### src/verilog/clock_power_consts.vh
// Constants for the system clock and power management block.
`ifndef CLOCK_POWER_CONSTS_VH
`define CLOCK_POWER_CONSTS_VH
`define OFF_CPU_DIVIDER_SELECT  8'h00
`define OFF_FETCH_STRETCH_CTRL  8'h04
`define OFF_CLOCK_APPLY_CMD     8'h08
`define OFF_POWER_CONTROL_REG   8'h0c
`define OFF_STATUS              8'h10
`define RST_CPU_DIVIDER_SELECT  3'h7
`define RST_FETCH_STRETCH_CTRL  8'h71
`define RST_POWER_CONTROL_REG   8'h08
`define CLOCK_APPLY_KEY         8'h69
`define POWER_CONTROL_REG_IDLE_BIT           0
`define POWER_CONTROL_REG_STOP_BIT           1
`define FETCH_LO                4
`define FETCH_HI                6
`define CFG_SLOW_PERIODS        4'h8
`define WARM_SLOW_PERIODS       4'h5
`define WARM_FAST_XTAL          18'h00800
`define WARM_FAST_RC            18'h00040
`define OPT_INTERNAL_FAST_RC                3'h0
`define OPT_INTERNAL_FAST_RC_RTC            3'h1
`define OPT_XTAL_HIGH           3'h2
`define OPT_XTAL_LOW            3'h3
`define OPT_EXT_CLOCK           3'h4
`define RESP_OKAY               2'h0
`define RESP_SLVERR             2'h2
`endif

### src/verilog/system_clock_power_mgmt.v
// CPU clock divider, fetch stretch, idle and stop control with warm-up.
`timescale 1ns/10ps
`include "clock_power_consts.vh"
module system_clock_power_mgmt #(
  parameter [17:0] CFG_FAST_CYCLES = 18'h20000
)(
  input  wire        CLK,
  input  wire        RST_N,
  input  wire [7:0]  AWADDR,
  input  wire        AWVALID,
  output reg         AWREADY,
  input  wire [31:0] WDATA,
  input  wire [3:0]  WSTRB,
  input  wire        WVALID,
  output reg         WREADY,
  output reg  [1:0]  BRESP,
  output reg         BVALID,
  input  wire        BREADY,
  input  wire [7:0]  ARADDR,
  input  wire        ARVALID,
  output reg         ARREADY,
  output reg  [31:0] RDATA,
  output reg  [1:0]  RRESP,
  output reg         RVALID,
  input  wire        RREADY,
  input  wire [2:0]  CLOCK_OPTION,
  input  wire        INTERNAL_SLOW_RC,
  input  wire [7:0]  WAKE_PORT_A,
  input  wire [7:0]  WAKE_PORT_B,
  input  wire        IRQ_EVENT,
  output reg         CPU_CLK_EN,
  output reg         FETCH_EN,
  output reg         PERIPH_RUN,
  output reg         OSC_RUN,
  output reg  [7:0]  XRAM_WAIT_CTRL,
  output reg         RTC_TICK,
  input  wire        OSC_INPUT_PIN_I,
  output reg         OSC_INPUT_PIN_O,
  output reg         OSC_INPUT_PIN_OE,
  input  wire        OSC_OUTPUT_PIN_I,
  output reg         OSC_OUTPUT_PIN_O,
  output reg         OSC_OUTPUT_PIN_OE,
  input  wire        GPIO_IN_PIN_DOUT,
  input  wire        GPIO_IN_PIN_DOE,
  output reg         GPIO_IN_PIN_DIN,
  input  wire        GPIO_OUT_PIN_DOUT,
  input  wire        GPIO_OUT_PIN_DOE,
  output reg         GPIO_OUT_PIN_DIN
);
  localparam ST_CFG  = 3'h0;
  localparam ST_WARM = 3'h1;
  localparam ST_RUN  = 3'h2;
  localparam ST_IDLE = 3'h3;
  localparam ST_STOP = 3'h4;
  localparam [17:0] CFG_LAST = CFG_FAST_CYCLES - 18'h00001;

  reg  [2:0]  st_q;
  reg  [17:0] fast_q;
  reg  [3:0]  slow_q;
  reg  [17:0] warm_len_q;
  reg  [2:0]  opt_q;
  reg  [2:0]  opt_s1_q;
  reg  [2:0]  opt_s2_q;
  reg  [7:0]  pa_s1_q;
  reg  [7:0]  pa_s2_q;
  reg  [7:0]  pa_p_q;
  reg  [7:0]  pb_s1_q;
  reg  [7:0]  pb_s2_q;
  reg  [7:0]  pb_p_q;
  reg         slow_s1_q;
  reg         slow_s2_q;
  reg         slow_p_q;
  reg         xin_s1_q;
  reg         xin_s2_q;
  reg         xin_p_q;
  reg         osc_output_pin_s1_q;
  reg         osc_output_pin_s2_q;
  reg  [2:0]  div_sel_q;
  reg  [2:0]  div_app_q;
  reg  [7:0]  fetch_ctl_q;
  reg  [7:0]  power_control_reg_q;
  reg  [6:0]  div_q;
  reg  [2:0]  fetch_cnt_q;
  reg         aw_full_q;
  reg         w_full_q;
  reg  [7:0]  aw_addr_q;
  reg  [7:0]  w_data_q;
  reg         w_lane0_q;
  reg  [31:0] rd_data;
  reg         rd_ok;

  wire        slow_tick = slow_s2_q & ~slow_p_q;
  wire        port_chg  = |((pa_s2_q ^ pa_p_q) | (pb_s2_q ^ pb_p_q));
  wire        wake_idle = (st_q == ST_IDLE) & (port_chg | IRQ_EVENT);
  wire        wake_stop = (st_q == ST_STOP) & port_chg;
  wire [6:0]  div_mask  = 7'h7f >> div_app_q;
  wire        cpu_tick  = (div_q & div_mask) == div_mask;
  wire        do_write  = aw_full_q & w_full_q & ~BVALID;
  wire        wr_lane   = do_write & w_lane0_q;
  wire        rc_source = (opt_q == `OPT_INTERNAL_FAST_RC) | (opt_q == `OPT_INTERNAL_FAST_RC_RTC);
  wire        xtal_drv  = (opt_q == `OPT_XTAL_HIGH) | (opt_q == `OPT_XTAL_LOW);

  // Pin inputs pass two flip-flops before any logic looks at them.
  always @(posedge CLK)
  begin
    opt_s1_q  <= CLOCK_OPTION;
    opt_s2_q  <= opt_s1_q;
    pa_s1_q   <= WAKE_PORT_A;
    pa_s2_q   <= pa_s1_q;
    pa_p_q    <= pa_s2_q;
    pb_s1_q   <= WAKE_PORT_B;
    pb_s2_q   <= pb_s1_q;
    pb_p_q    <= pb_s2_q;
    slow_s1_q <= INTERNAL_SLOW_RC;
    slow_s2_q <= slow_s1_q;
    slow_p_q  <= slow_s2_q;
    xin_s1_q  <= OSC_INPUT_PIN_I;
    xin_s2_q  <= xin_s1_q;
    xin_p_q   <= xin_s2_q;
    osc_output_pin_s1_q <= OSC_OUTPUT_PIN_I;
    osc_output_pin_s2_q <= osc_output_pin_s1_q;
  end

  // Power sequencing: configuration, warm-up, run, idle and stop.
  always @(posedge CLK)
  begin
    if (!RST_N)
    begin
      st_q       <= ST_CFG;
      fast_q     <= 18'h00000;
      slow_q     <= 4'h0;
      warm_len_q <= `WARM_FAST_XTAL;
      opt_q      <= `OPT_INTERNAL_FAST_RC;
    end
    else
    begin
      case (st_q)
        ST_CFG:
        begin
          if (slow_q != `CFG_SLOW_PERIODS)
          begin
            if (slow_tick)
              slow_q <= slow_q + 4'h1;
          end
          else if (fast_q != CFG_LAST)
            fast_q <= fast_q + 18'h00001;
          else
          begin
            st_q       <= ST_WARM;
            fast_q     <= 18'h00000;
            slow_q     <= 4'h0;
            opt_q      <= opt_s2_q;
            warm_len_q <= `WARM_FAST_XTAL;
          end
        end
        ST_WARM:
        begin
          if (fast_q != warm_len_q - 18'h00001)
            fast_q <= fast_q + 18'h00001;
          else if (slow_q != `WARM_SLOW_PERIODS)
          begin
            if (slow_tick)
              slow_q <= slow_q + 4'h1;
          end
          else
          begin
            st_q   <= ST_RUN;
            fast_q <= 18'h00000;
            slow_q <= 4'h0;
          end
        end
        ST_RUN:
        begin
          if (power_control_reg_q[`POWER_CONTROL_REG_STOP_BIT])
            st_q <= ST_STOP;
          else if (power_control_reg_q[`POWER_CONTROL_REG_IDLE_BIT])
            st_q <= ST_IDLE;
        end
        ST_IDLE:
        begin
          if (wake_idle)
            st_q <= ST_RUN;
        end
        ST_STOP:
        begin
          if (wake_stop)
          begin
            st_q       <= ST_WARM;
            warm_len_q <= rc_source ? `WARM_FAST_RC
                                    : `WARM_FAST_XTAL;
          end
        end
        default:
          st_q <= ST_CFG;
      endcase
    end
  end

  // Source divider and fetch stretch; both hold their count in stop.
  always @(posedge CLK)
  begin
    if (!RST_N)
    begin
      div_q       <= 7'h00;
      fetch_cnt_q <= 3'h0;
      CPU_CLK_EN  <= 1'b0;
      FETCH_EN    <= 1'b0;
      PERIPH_RUN  <= 1'b0;
      OSC_RUN     <= 1'b1;
    end
    else
    begin
      if (st_q != ST_STOP)
        div_q <= div_q + 7'h01;
      CPU_CLK_EN <= (st_q == ST_RUN) & cpu_tick;
      FETCH_EN   <= (st_q == ST_RUN) & cpu_tick &
                    (fetch_cnt_q == fetch_ctl_q[`FETCH_HI:`FETCH_LO]);
      if ((st_q == ST_RUN) & cpu_tick)
      begin
        if (fetch_cnt_q == fetch_ctl_q[`FETCH_HI:`FETCH_LO])
          fetch_cnt_q <= 3'h0;
        else
          fetch_cnt_q <= fetch_cnt_q + 3'h1;
      end
      PERIPH_RUN <= (st_q == ST_RUN) | (st_q == ST_IDLE);
      OSC_RUN    <= (st_q != ST_STOP);
    end
  end

  // Oscillator pins follow the source option loaded at power-on.
  always @(posedge CLK)
  begin
    if (!RST_N)
    begin
      OSC_INPUT_PIN_O   <= 1'b0;
      OSC_INPUT_PIN_OE  <= 1'b0;
      OSC_OUTPUT_PIN_O  <= 1'b0;
      OSC_OUTPUT_PIN_OE <= 1'b0;
      GPIO_IN_PIN_DIN   <= 1'b0;
      GPIO_OUT_PIN_DIN  <= 1'b0;
      RTC_TICK          <= 1'b0;
    end
    else
    begin
      GPIO_IN_PIN_DIN  <= xin_s2_q;
      GPIO_OUT_PIN_DIN <= osc_output_pin_s2_q;
      RTC_TICK <= (st_q != ST_CFG) & (opt_q == `OPT_INTERNAL_FAST_RC_RTC) &
                  xin_s2_q & ~xin_p_q;
      OSC_INPUT_PIN_O   <= 1'b0;
      OSC_INPUT_PIN_OE  <= 1'b0;
      OSC_OUTPUT_PIN_O  <= 1'b0;
      OSC_OUTPUT_PIN_OE <= 1'b0;
      if (st_q != ST_CFG)
      begin
        if (opt_q == `OPT_INTERNAL_FAST_RC)
        begin
          OSC_INPUT_PIN_O  <= GPIO_IN_PIN_DOUT;
          OSC_INPUT_PIN_OE <= GPIO_IN_PIN_DOE;
        end
        if ((opt_q == `OPT_INTERNAL_FAST_RC) | (opt_q == `OPT_EXT_CLOCK))
        begin
          OSC_OUTPUT_PIN_O  <= GPIO_OUT_PIN_DOUT;
          OSC_OUTPUT_PIN_OE <= GPIO_OUT_PIN_DOE;
        end
        if ((opt_q == `OPT_INTERNAL_FAST_RC_RTC) | (xtal_drv & (st_q != ST_STOP)))
        begin
          OSC_OUTPUT_PIN_O  <= ~xin_s2_q;
          OSC_OUTPUT_PIN_OE <= 1'b1;
        end
      end
    end
  end

  // Register file; a software write of a request wins over a wake clear.
  always @(posedge CLK)
  begin
    if (!RST_N)
    begin
      div_sel_q      <= `RST_CPU_DIVIDER_SELECT;
      div_app_q      <= `RST_CPU_DIVIDER_SELECT;
      fetch_ctl_q    <= `RST_FETCH_STRETCH_CTRL;
      power_control_reg_q         <= `RST_POWER_CONTROL_REG;
      XRAM_WAIT_CTRL <= 8'h00;
    end
    else
    begin
      XRAM_WAIT_CTRL <= {4'h0, fetch_ctl_q[3:0]};
      if (wake_idle)
        power_control_reg_q[`POWER_CONTROL_REG_IDLE_BIT] <= 1'b0;
      if (wake_stop)
        power_control_reg_q[`POWER_CONTROL_REG_STOP_BIT] <= 1'b0;
      if (wr_lane & (aw_addr_q == `OFF_CPU_DIVIDER_SELECT))
        div_sel_q <= w_data_q[2:0];
      if (wr_lane & (aw_addr_q == `OFF_CLOCK_APPLY_CMD) &
          (w_data_q == `CLOCK_APPLY_KEY))
        div_app_q <= div_sel_q;
      if (wr_lane & (aw_addr_q == `OFF_FETCH_STRETCH_CTRL))
        fetch_ctl_q <= {1'b0, w_data_q[6:0]};
      if (wr_lane & (aw_addr_q == `OFF_POWER_CONTROL_REG))
        power_control_reg_q <= {w_data_q[7], 3'h0, w_data_q[3:0]};
    end
  end

  // Read decode.
  always @*
  begin
    rd_data = 32'h00000000;
    rd_ok   = 1'b1;
    if (ARADDR == `OFF_CPU_DIVIDER_SELECT)
      rd_data = {29'h0, div_sel_q};
    else if (ARADDR == `OFF_FETCH_STRETCH_CTRL)
      rd_data = {24'h0, fetch_ctl_q};
    else if (ARADDR == `OFF_CLOCK_APPLY_CMD)
      rd_data = 32'h00000000;
    else if (ARADDR == `OFF_POWER_CONTROL_REG)
      rd_data = {24'h0, power_control_reg_q};
    else if (ARADDR == `OFF_STATUS)
      rd_data = {23'h0, opt_q, st_q, div_app_q};
    else
      rd_ok = 1'b0;
  end

  // AXI4-Lite slave: address and data taken in either order.
  always @(posedge CLK)
  begin
    if (!RST_N)
    begin
      AWREADY   <= 1'b0;
      WREADY    <= 1'b0;
      BVALID    <= 1'b0;
      BRESP     <= `RESP_OKAY;
      ARREADY   <= 1'b0;
      RVALID    <= 1'b0;
      RRESP     <= `RESP_OKAY;
      RDATA     <= 32'h00000000;
      aw_full_q <= 1'b0;
      w_full_q  <= 1'b0;
      aw_addr_q <= 8'h00;
      w_data_q  <= 8'h00;
      w_lane0_q <= 1'b0;
    end
    else
    begin
      AWREADY <= ~aw_full_q & ~(AWVALID & AWREADY);
      WREADY  <= ~w_full_q & ~(WVALID & WREADY);
      if (AWVALID & AWREADY)
      begin
        aw_full_q <= 1'b1;
        aw_addr_q <= AWADDR;
      end
      if (WVALID & WREADY)
      begin
        w_full_q  <= 1'b1;
        w_data_q  <= WDATA[7:0];
        w_lane0_q <= WSTRB[0];
      end
      if (do_write)
      begin
        aw_full_q <= 1'b0;
        w_full_q  <= 1'b0;
        BVALID    <= 1'b1;
        BRESP     <= ((aw_addr_q <= `OFF_STATUS) & (aw_addr_q[1:0] == 2'h0)
                      & (aw_addr_q != `OFF_STATUS)) ? `RESP_OKAY
                                                    : `RESP_SLVERR;
      end
      else if (BVALID & BREADY)
        BVALID <= 1'b0;
      ARREADY <= ~RVALID & ~(ARVALID & ARREADY);
      if (ARVALID & ARREADY)
      begin
        RVALID <= 1'b1;
        RDATA  <= rd_data;
        RRESP  <= rd_ok ? `RESP_OKAY : `RESP_SLVERR;
      end
      else if (RVALID & RREADY)
        RVALID <= 1'b0;
    end
  end
endmodule
### config.mk
export PLATFORM = sky130hd
export DESIGN_NAME = system_clock_power_mgmt
export DESIGN_NICKNAME = d
export VERILOG_FILES = /design/src/verilog/system_clock_power_mgmt.v
export VERILOG_INCLUDE_DIRS = /design/src /design/src/verilog
export SDC_FILE = /design/constraint.sdc
export NUM_CORES = 1
export LEC_CHECK = 0
export ABC_CLOCK_PERIOD_IN_PS = 4800
export BUFFER_PORTS_ARGS = -buffer_cell sky130_fd_sc_hd__buf_2
export CORE_MARGIN = 2
export CORE_UTILIZATION = 35
export DETAILED_ROUTE_END_ITERATION = 12
export SLEW_MARGIN = 20
export SYNTH_ARGS = -nofsm -noshare
export SYNTH_HDL_FRONTEND = slang
export SYNTH_SLANG_ARGS = --single-unit
### constraint.sdc
create_clock -name CLK -period 4.8 [get_ports CLK]
set_clock_uncertainty 0.15 [all_clocks]
set_input_delay 0 -clock CLK [delete_from_list [all_inputs] [get_ports CLK]]
set_output_delay 0 -clock CLK [all_outputs]
set_load 0.02 [all_outputs]
==> key figures <==
Synthesis
  – Async S/R FF share, synth: 0%
  – Post-Synthesis Cells: 677
  – Unique masters post-synth: 52
  – Yosys reg bits: 170
  – Register area share after synthesis: 53.1%
  – Warnings from Yosys: 0
  – Cell Area, Synth: 6400 um2
  – Number of flops mapped to enable cells by yosys: 0
  – Synth area leader: dfxtp_1
  – Avg Cell Area, Syn: 9.46 um2
  – Top post-synthesis cells by area: dfxtp_1, nand2_1, xnor2_1
  – Top FF cell, synth: dfxtp_1
  – Top cell type's share of synthesized area: 53.1%

Drt
  – Via count: 5196
  – DRC: 0
  – Routed wire length: 14600 um
  – DRT Pass-1 Iters: 5
  – Antenna Nets Post-Route: 0
  – Drt via density: 4.71
  – Post-DR wirelength/cell: 13.2 um
  – DRT iter0 DRCs: 330

Critical path
  – Kind of critical path: reg2reg
  – CP top delay family: compound AO/OA/AOI/OAI gates
  – Max stage delay cell, worst path: a31oi_1
  – Required time worst endpoint: 5010 ps
  – Worst path bufs/invs: 2
  – Critical Path, Cell by Cell: or3b_2 -> a31oi_1 -> buf_4 -> and2_1 -> o41ai_4 -> buf_4 -> a21oi_1
  – Worst Setup End Kind: flip-flop
  – Startpoint Class: flip-flop
  – CP Max Fanout: 22
  – Crit path top cell by count: buf_4
  – Critical Path AT: 3130 ps
  – Worst path max stage delay: 710 ps

Clock tree
  – Setup repair bufs after CTS: 0
  – Post-CTS sizing: 0
  – CTS clock-pin slew for the worst setup and hold paths: 70 ps
  – Hold buffer count at cts: 95
  – H-tree Lvls: 4
  – CTS Sinks: 170
  – CTS Buffer Depth: 2
  – CTS buffer count: 17
  – CTS Root Cell: clkbuf_16
  – TritonCTS clock tree: yes
  – Clock latency on the worst-skew pair: 430 ps

Placed design
  – Final HPWL DP: 9500 um
  – Count of input and output buffers: 89
  – Placement Cell Area: 6960 um2
  – Final GP Congestion: 0.827
  – Post-Place Worst Slack: 1900 ps

Global routing
  – First-pass GRT wire length: 23800 um
  – Number of global-route vias before repair: 4990
  – Initial antenna violation count: 0
  – Global route overflow: 0
  – Tot GR Track Use: 15.2%
  – Largest net degree at the start of global routing: 43

Floorplan
  – Ports: 146
  – Core ar.: 18000 um2
  – Chip height: 139 um
  – Starting Density: 35.7%
  – Row count: 49
  – Die width: 139 um
  – Die ar.: 19400 um2

Finish
  – Most frequent cells in the layout: dfxtp_1, dlygate4sd3_1, buf_2, nand2_1, nor2_1
  – Commonest non-fill, non-tap cell in the layout: dfxtp_1
  – Final Cell Area: 8540 um2
  – Layout cells sized above 1: 15.4%
  – Final net count: 955
  – Ant diodes: 0
  – P&R area growth vs syn: 33.4%

Worst hold path
  – Hold Path Class: in2reg

Power
  – IR drop worst, VDD: 0.229 mV
  – PD cells: 367 nW/um2
  – Seq pwr share: 47.4%
  – Leak Pwr: 3.46 nW
  – Psw: 0.759 mW
  – Switching Share: 24.2%
  – Part of the power in the clock network: 45.6%
  – Pint: 2.38 mW
  – Power share of the combinational group: 7.0%

Timing
  – Final Setup Violations: 0
  – Achievable clock frequency: 0.342 GHz
  – Setup tns final: 0 ps
  – Post-route setup slack: 1880 ps
  – Worst Tran Pin Value: 908 ps
  – Hold Fails Final Rpt: 0
  – RSZ-0062 raised after global routing: no
  – Slew HR: 39.2%
  – Final period util: 60.9%
  – Max-slew violation count: 0
  – Tmin final: 2920 ps

Outcome
  – Status: completed

Run
  – Maxcap violations: 0
[state kept, by name (all words and copies together) (netlist names), 8 cells and up]
register   cells
pb_s1_q        8
pb_s2_q        8
pa_s2_q        8
fast_q        18
RDATA          9
pa_p_q         8
aw_addr_q      8
w_data_q       8
pa_s1_q        8
pb_p_q         8
[final timing paths]
check / slack [ps] / startpoint / to / cells past startpoint
worst max-delay path: 1880 / st_q[2]$_SDFFE_PN0P_ / slow_q[2]$_SDFFE_PN0P_ / 7
worst min-delay path: 50 / CLOCK_OPTION[2] / opt_s1_q[2]$_DFF_P_ / 2
worst max register to register: 1880 / st_q[2]$_SDFFE_PN0P_ / slow_q[2]$_SDFFE_PN0P_ / 7
worst min register to register: 180 / pa_s1_q[7]$_DFF_P_ / pa_s2_q[7]$_DFF_P_ / 0
[cell usage after synthesis, drive strengths merged (2+ instances only)]
cell type	n
a2111oi	4
a211o	2
a211oi	5
a21oi	50
a221oi	5
a31oi	4
a32o	2
and2	17
and3	6
and4	3
buf	33
clkbuf	18
dfxtp	170
ha	7
inv	18
mux2	2
mux2i	20
nand2	87
nand2b	4
nand3	8
nand3b	2
nand4	17
nor2	69
nor2b	4
nor3	16
nor3b	4
nor4	5
o211ai	6
o21ai	15
o22ai	4
o31a	2
o31ai	3
or3	5
or3b	2
or4	4
xnor2	35
xor2	9
[worst register-to-register path, cell delays in order, from the launching register on]
cell	delay, ps
dfxtp_1	430
or3b_2	600
a31oi_1	710
buf_4	300
and2_1	220
o41ai_4	70
buf_4	250
a21oi_1	130
[routing by layer]
metal / vias to the layer above / wire length, um / share of wire [%] / GRT usage (%)
li1: 2644 / - / - / -
met1: 2442 / 6780 / 46 / 18.7
met2: 100 / 7180 / 49 / 25.6
met3: 10 / 500 / 3.4 / 4.47
met4: 0 / 148 / 1.0 / 4.84
met5: - / 0 / 0 / 0
[layout make-up]
type	instances	area, um2
clock buffers	18	439
clock inverters	14	190
fillers	1721	9420
inverters	19	71.3
multi-input cells	465	2720
flip-flops and latches	170	3400
well taps	229	287
repair buffers	189	1430
[cells by family (layout without fill, tap and decap cells)]
| group | count (synthesis) | after routing | synth area share [%] |
|---|---|---|---|
| AND/OR/NAND/NOR | 255 | 255 | 19.1 |
| multiplexers | 22 | 22 | 3.48 |
| adder cells (fa/ha/maj) | 7 | 7 | 1.37 |
| other | 1 | 29 | 0.0585 |
| AO/OA/AOI/OAI | 108 | 108 | 10.8 |
| flip-flops | 170 | 170 | 53.1 |
| buffers and inverters | 70 | 240 | 6.04 |
| XOR/XNOR | 44 | 44 | 6.02 |
[metrics by stage]
step / util (%) / std cells / total power, mW / hold slack, ps
2_1_floorplan: - / 705 / 1.64 / -122
3_3_place_gp: 38.8 / 977 / 1.68 / -47.5
3_5_place_dp: 38.8 / 977 / 1.68 / -46.4
4_1_cts: 47.6 / 1104 / 3.17 / 31.1
5_1_grt: 47.6 / 1104 / 3.27 / 30.2
6_report: 47.6 / 1104 / 3.14 / 54.5
[power by group through the flow]
stage	registers (mW)	clock network (mW)	logic, mW
2_1_floorplan	1.52	0	0.121
3_3_place_gp	1.52	0	0.161
5_1_grt	1.49	1.53	0.241
4_1_cts	1.49	1.47	0.216
3_5_place_dp	1.52	0	0.162
6_report	1.49	1.43	0.219
No activity file was read; power rests on OpenSTA's default activity.
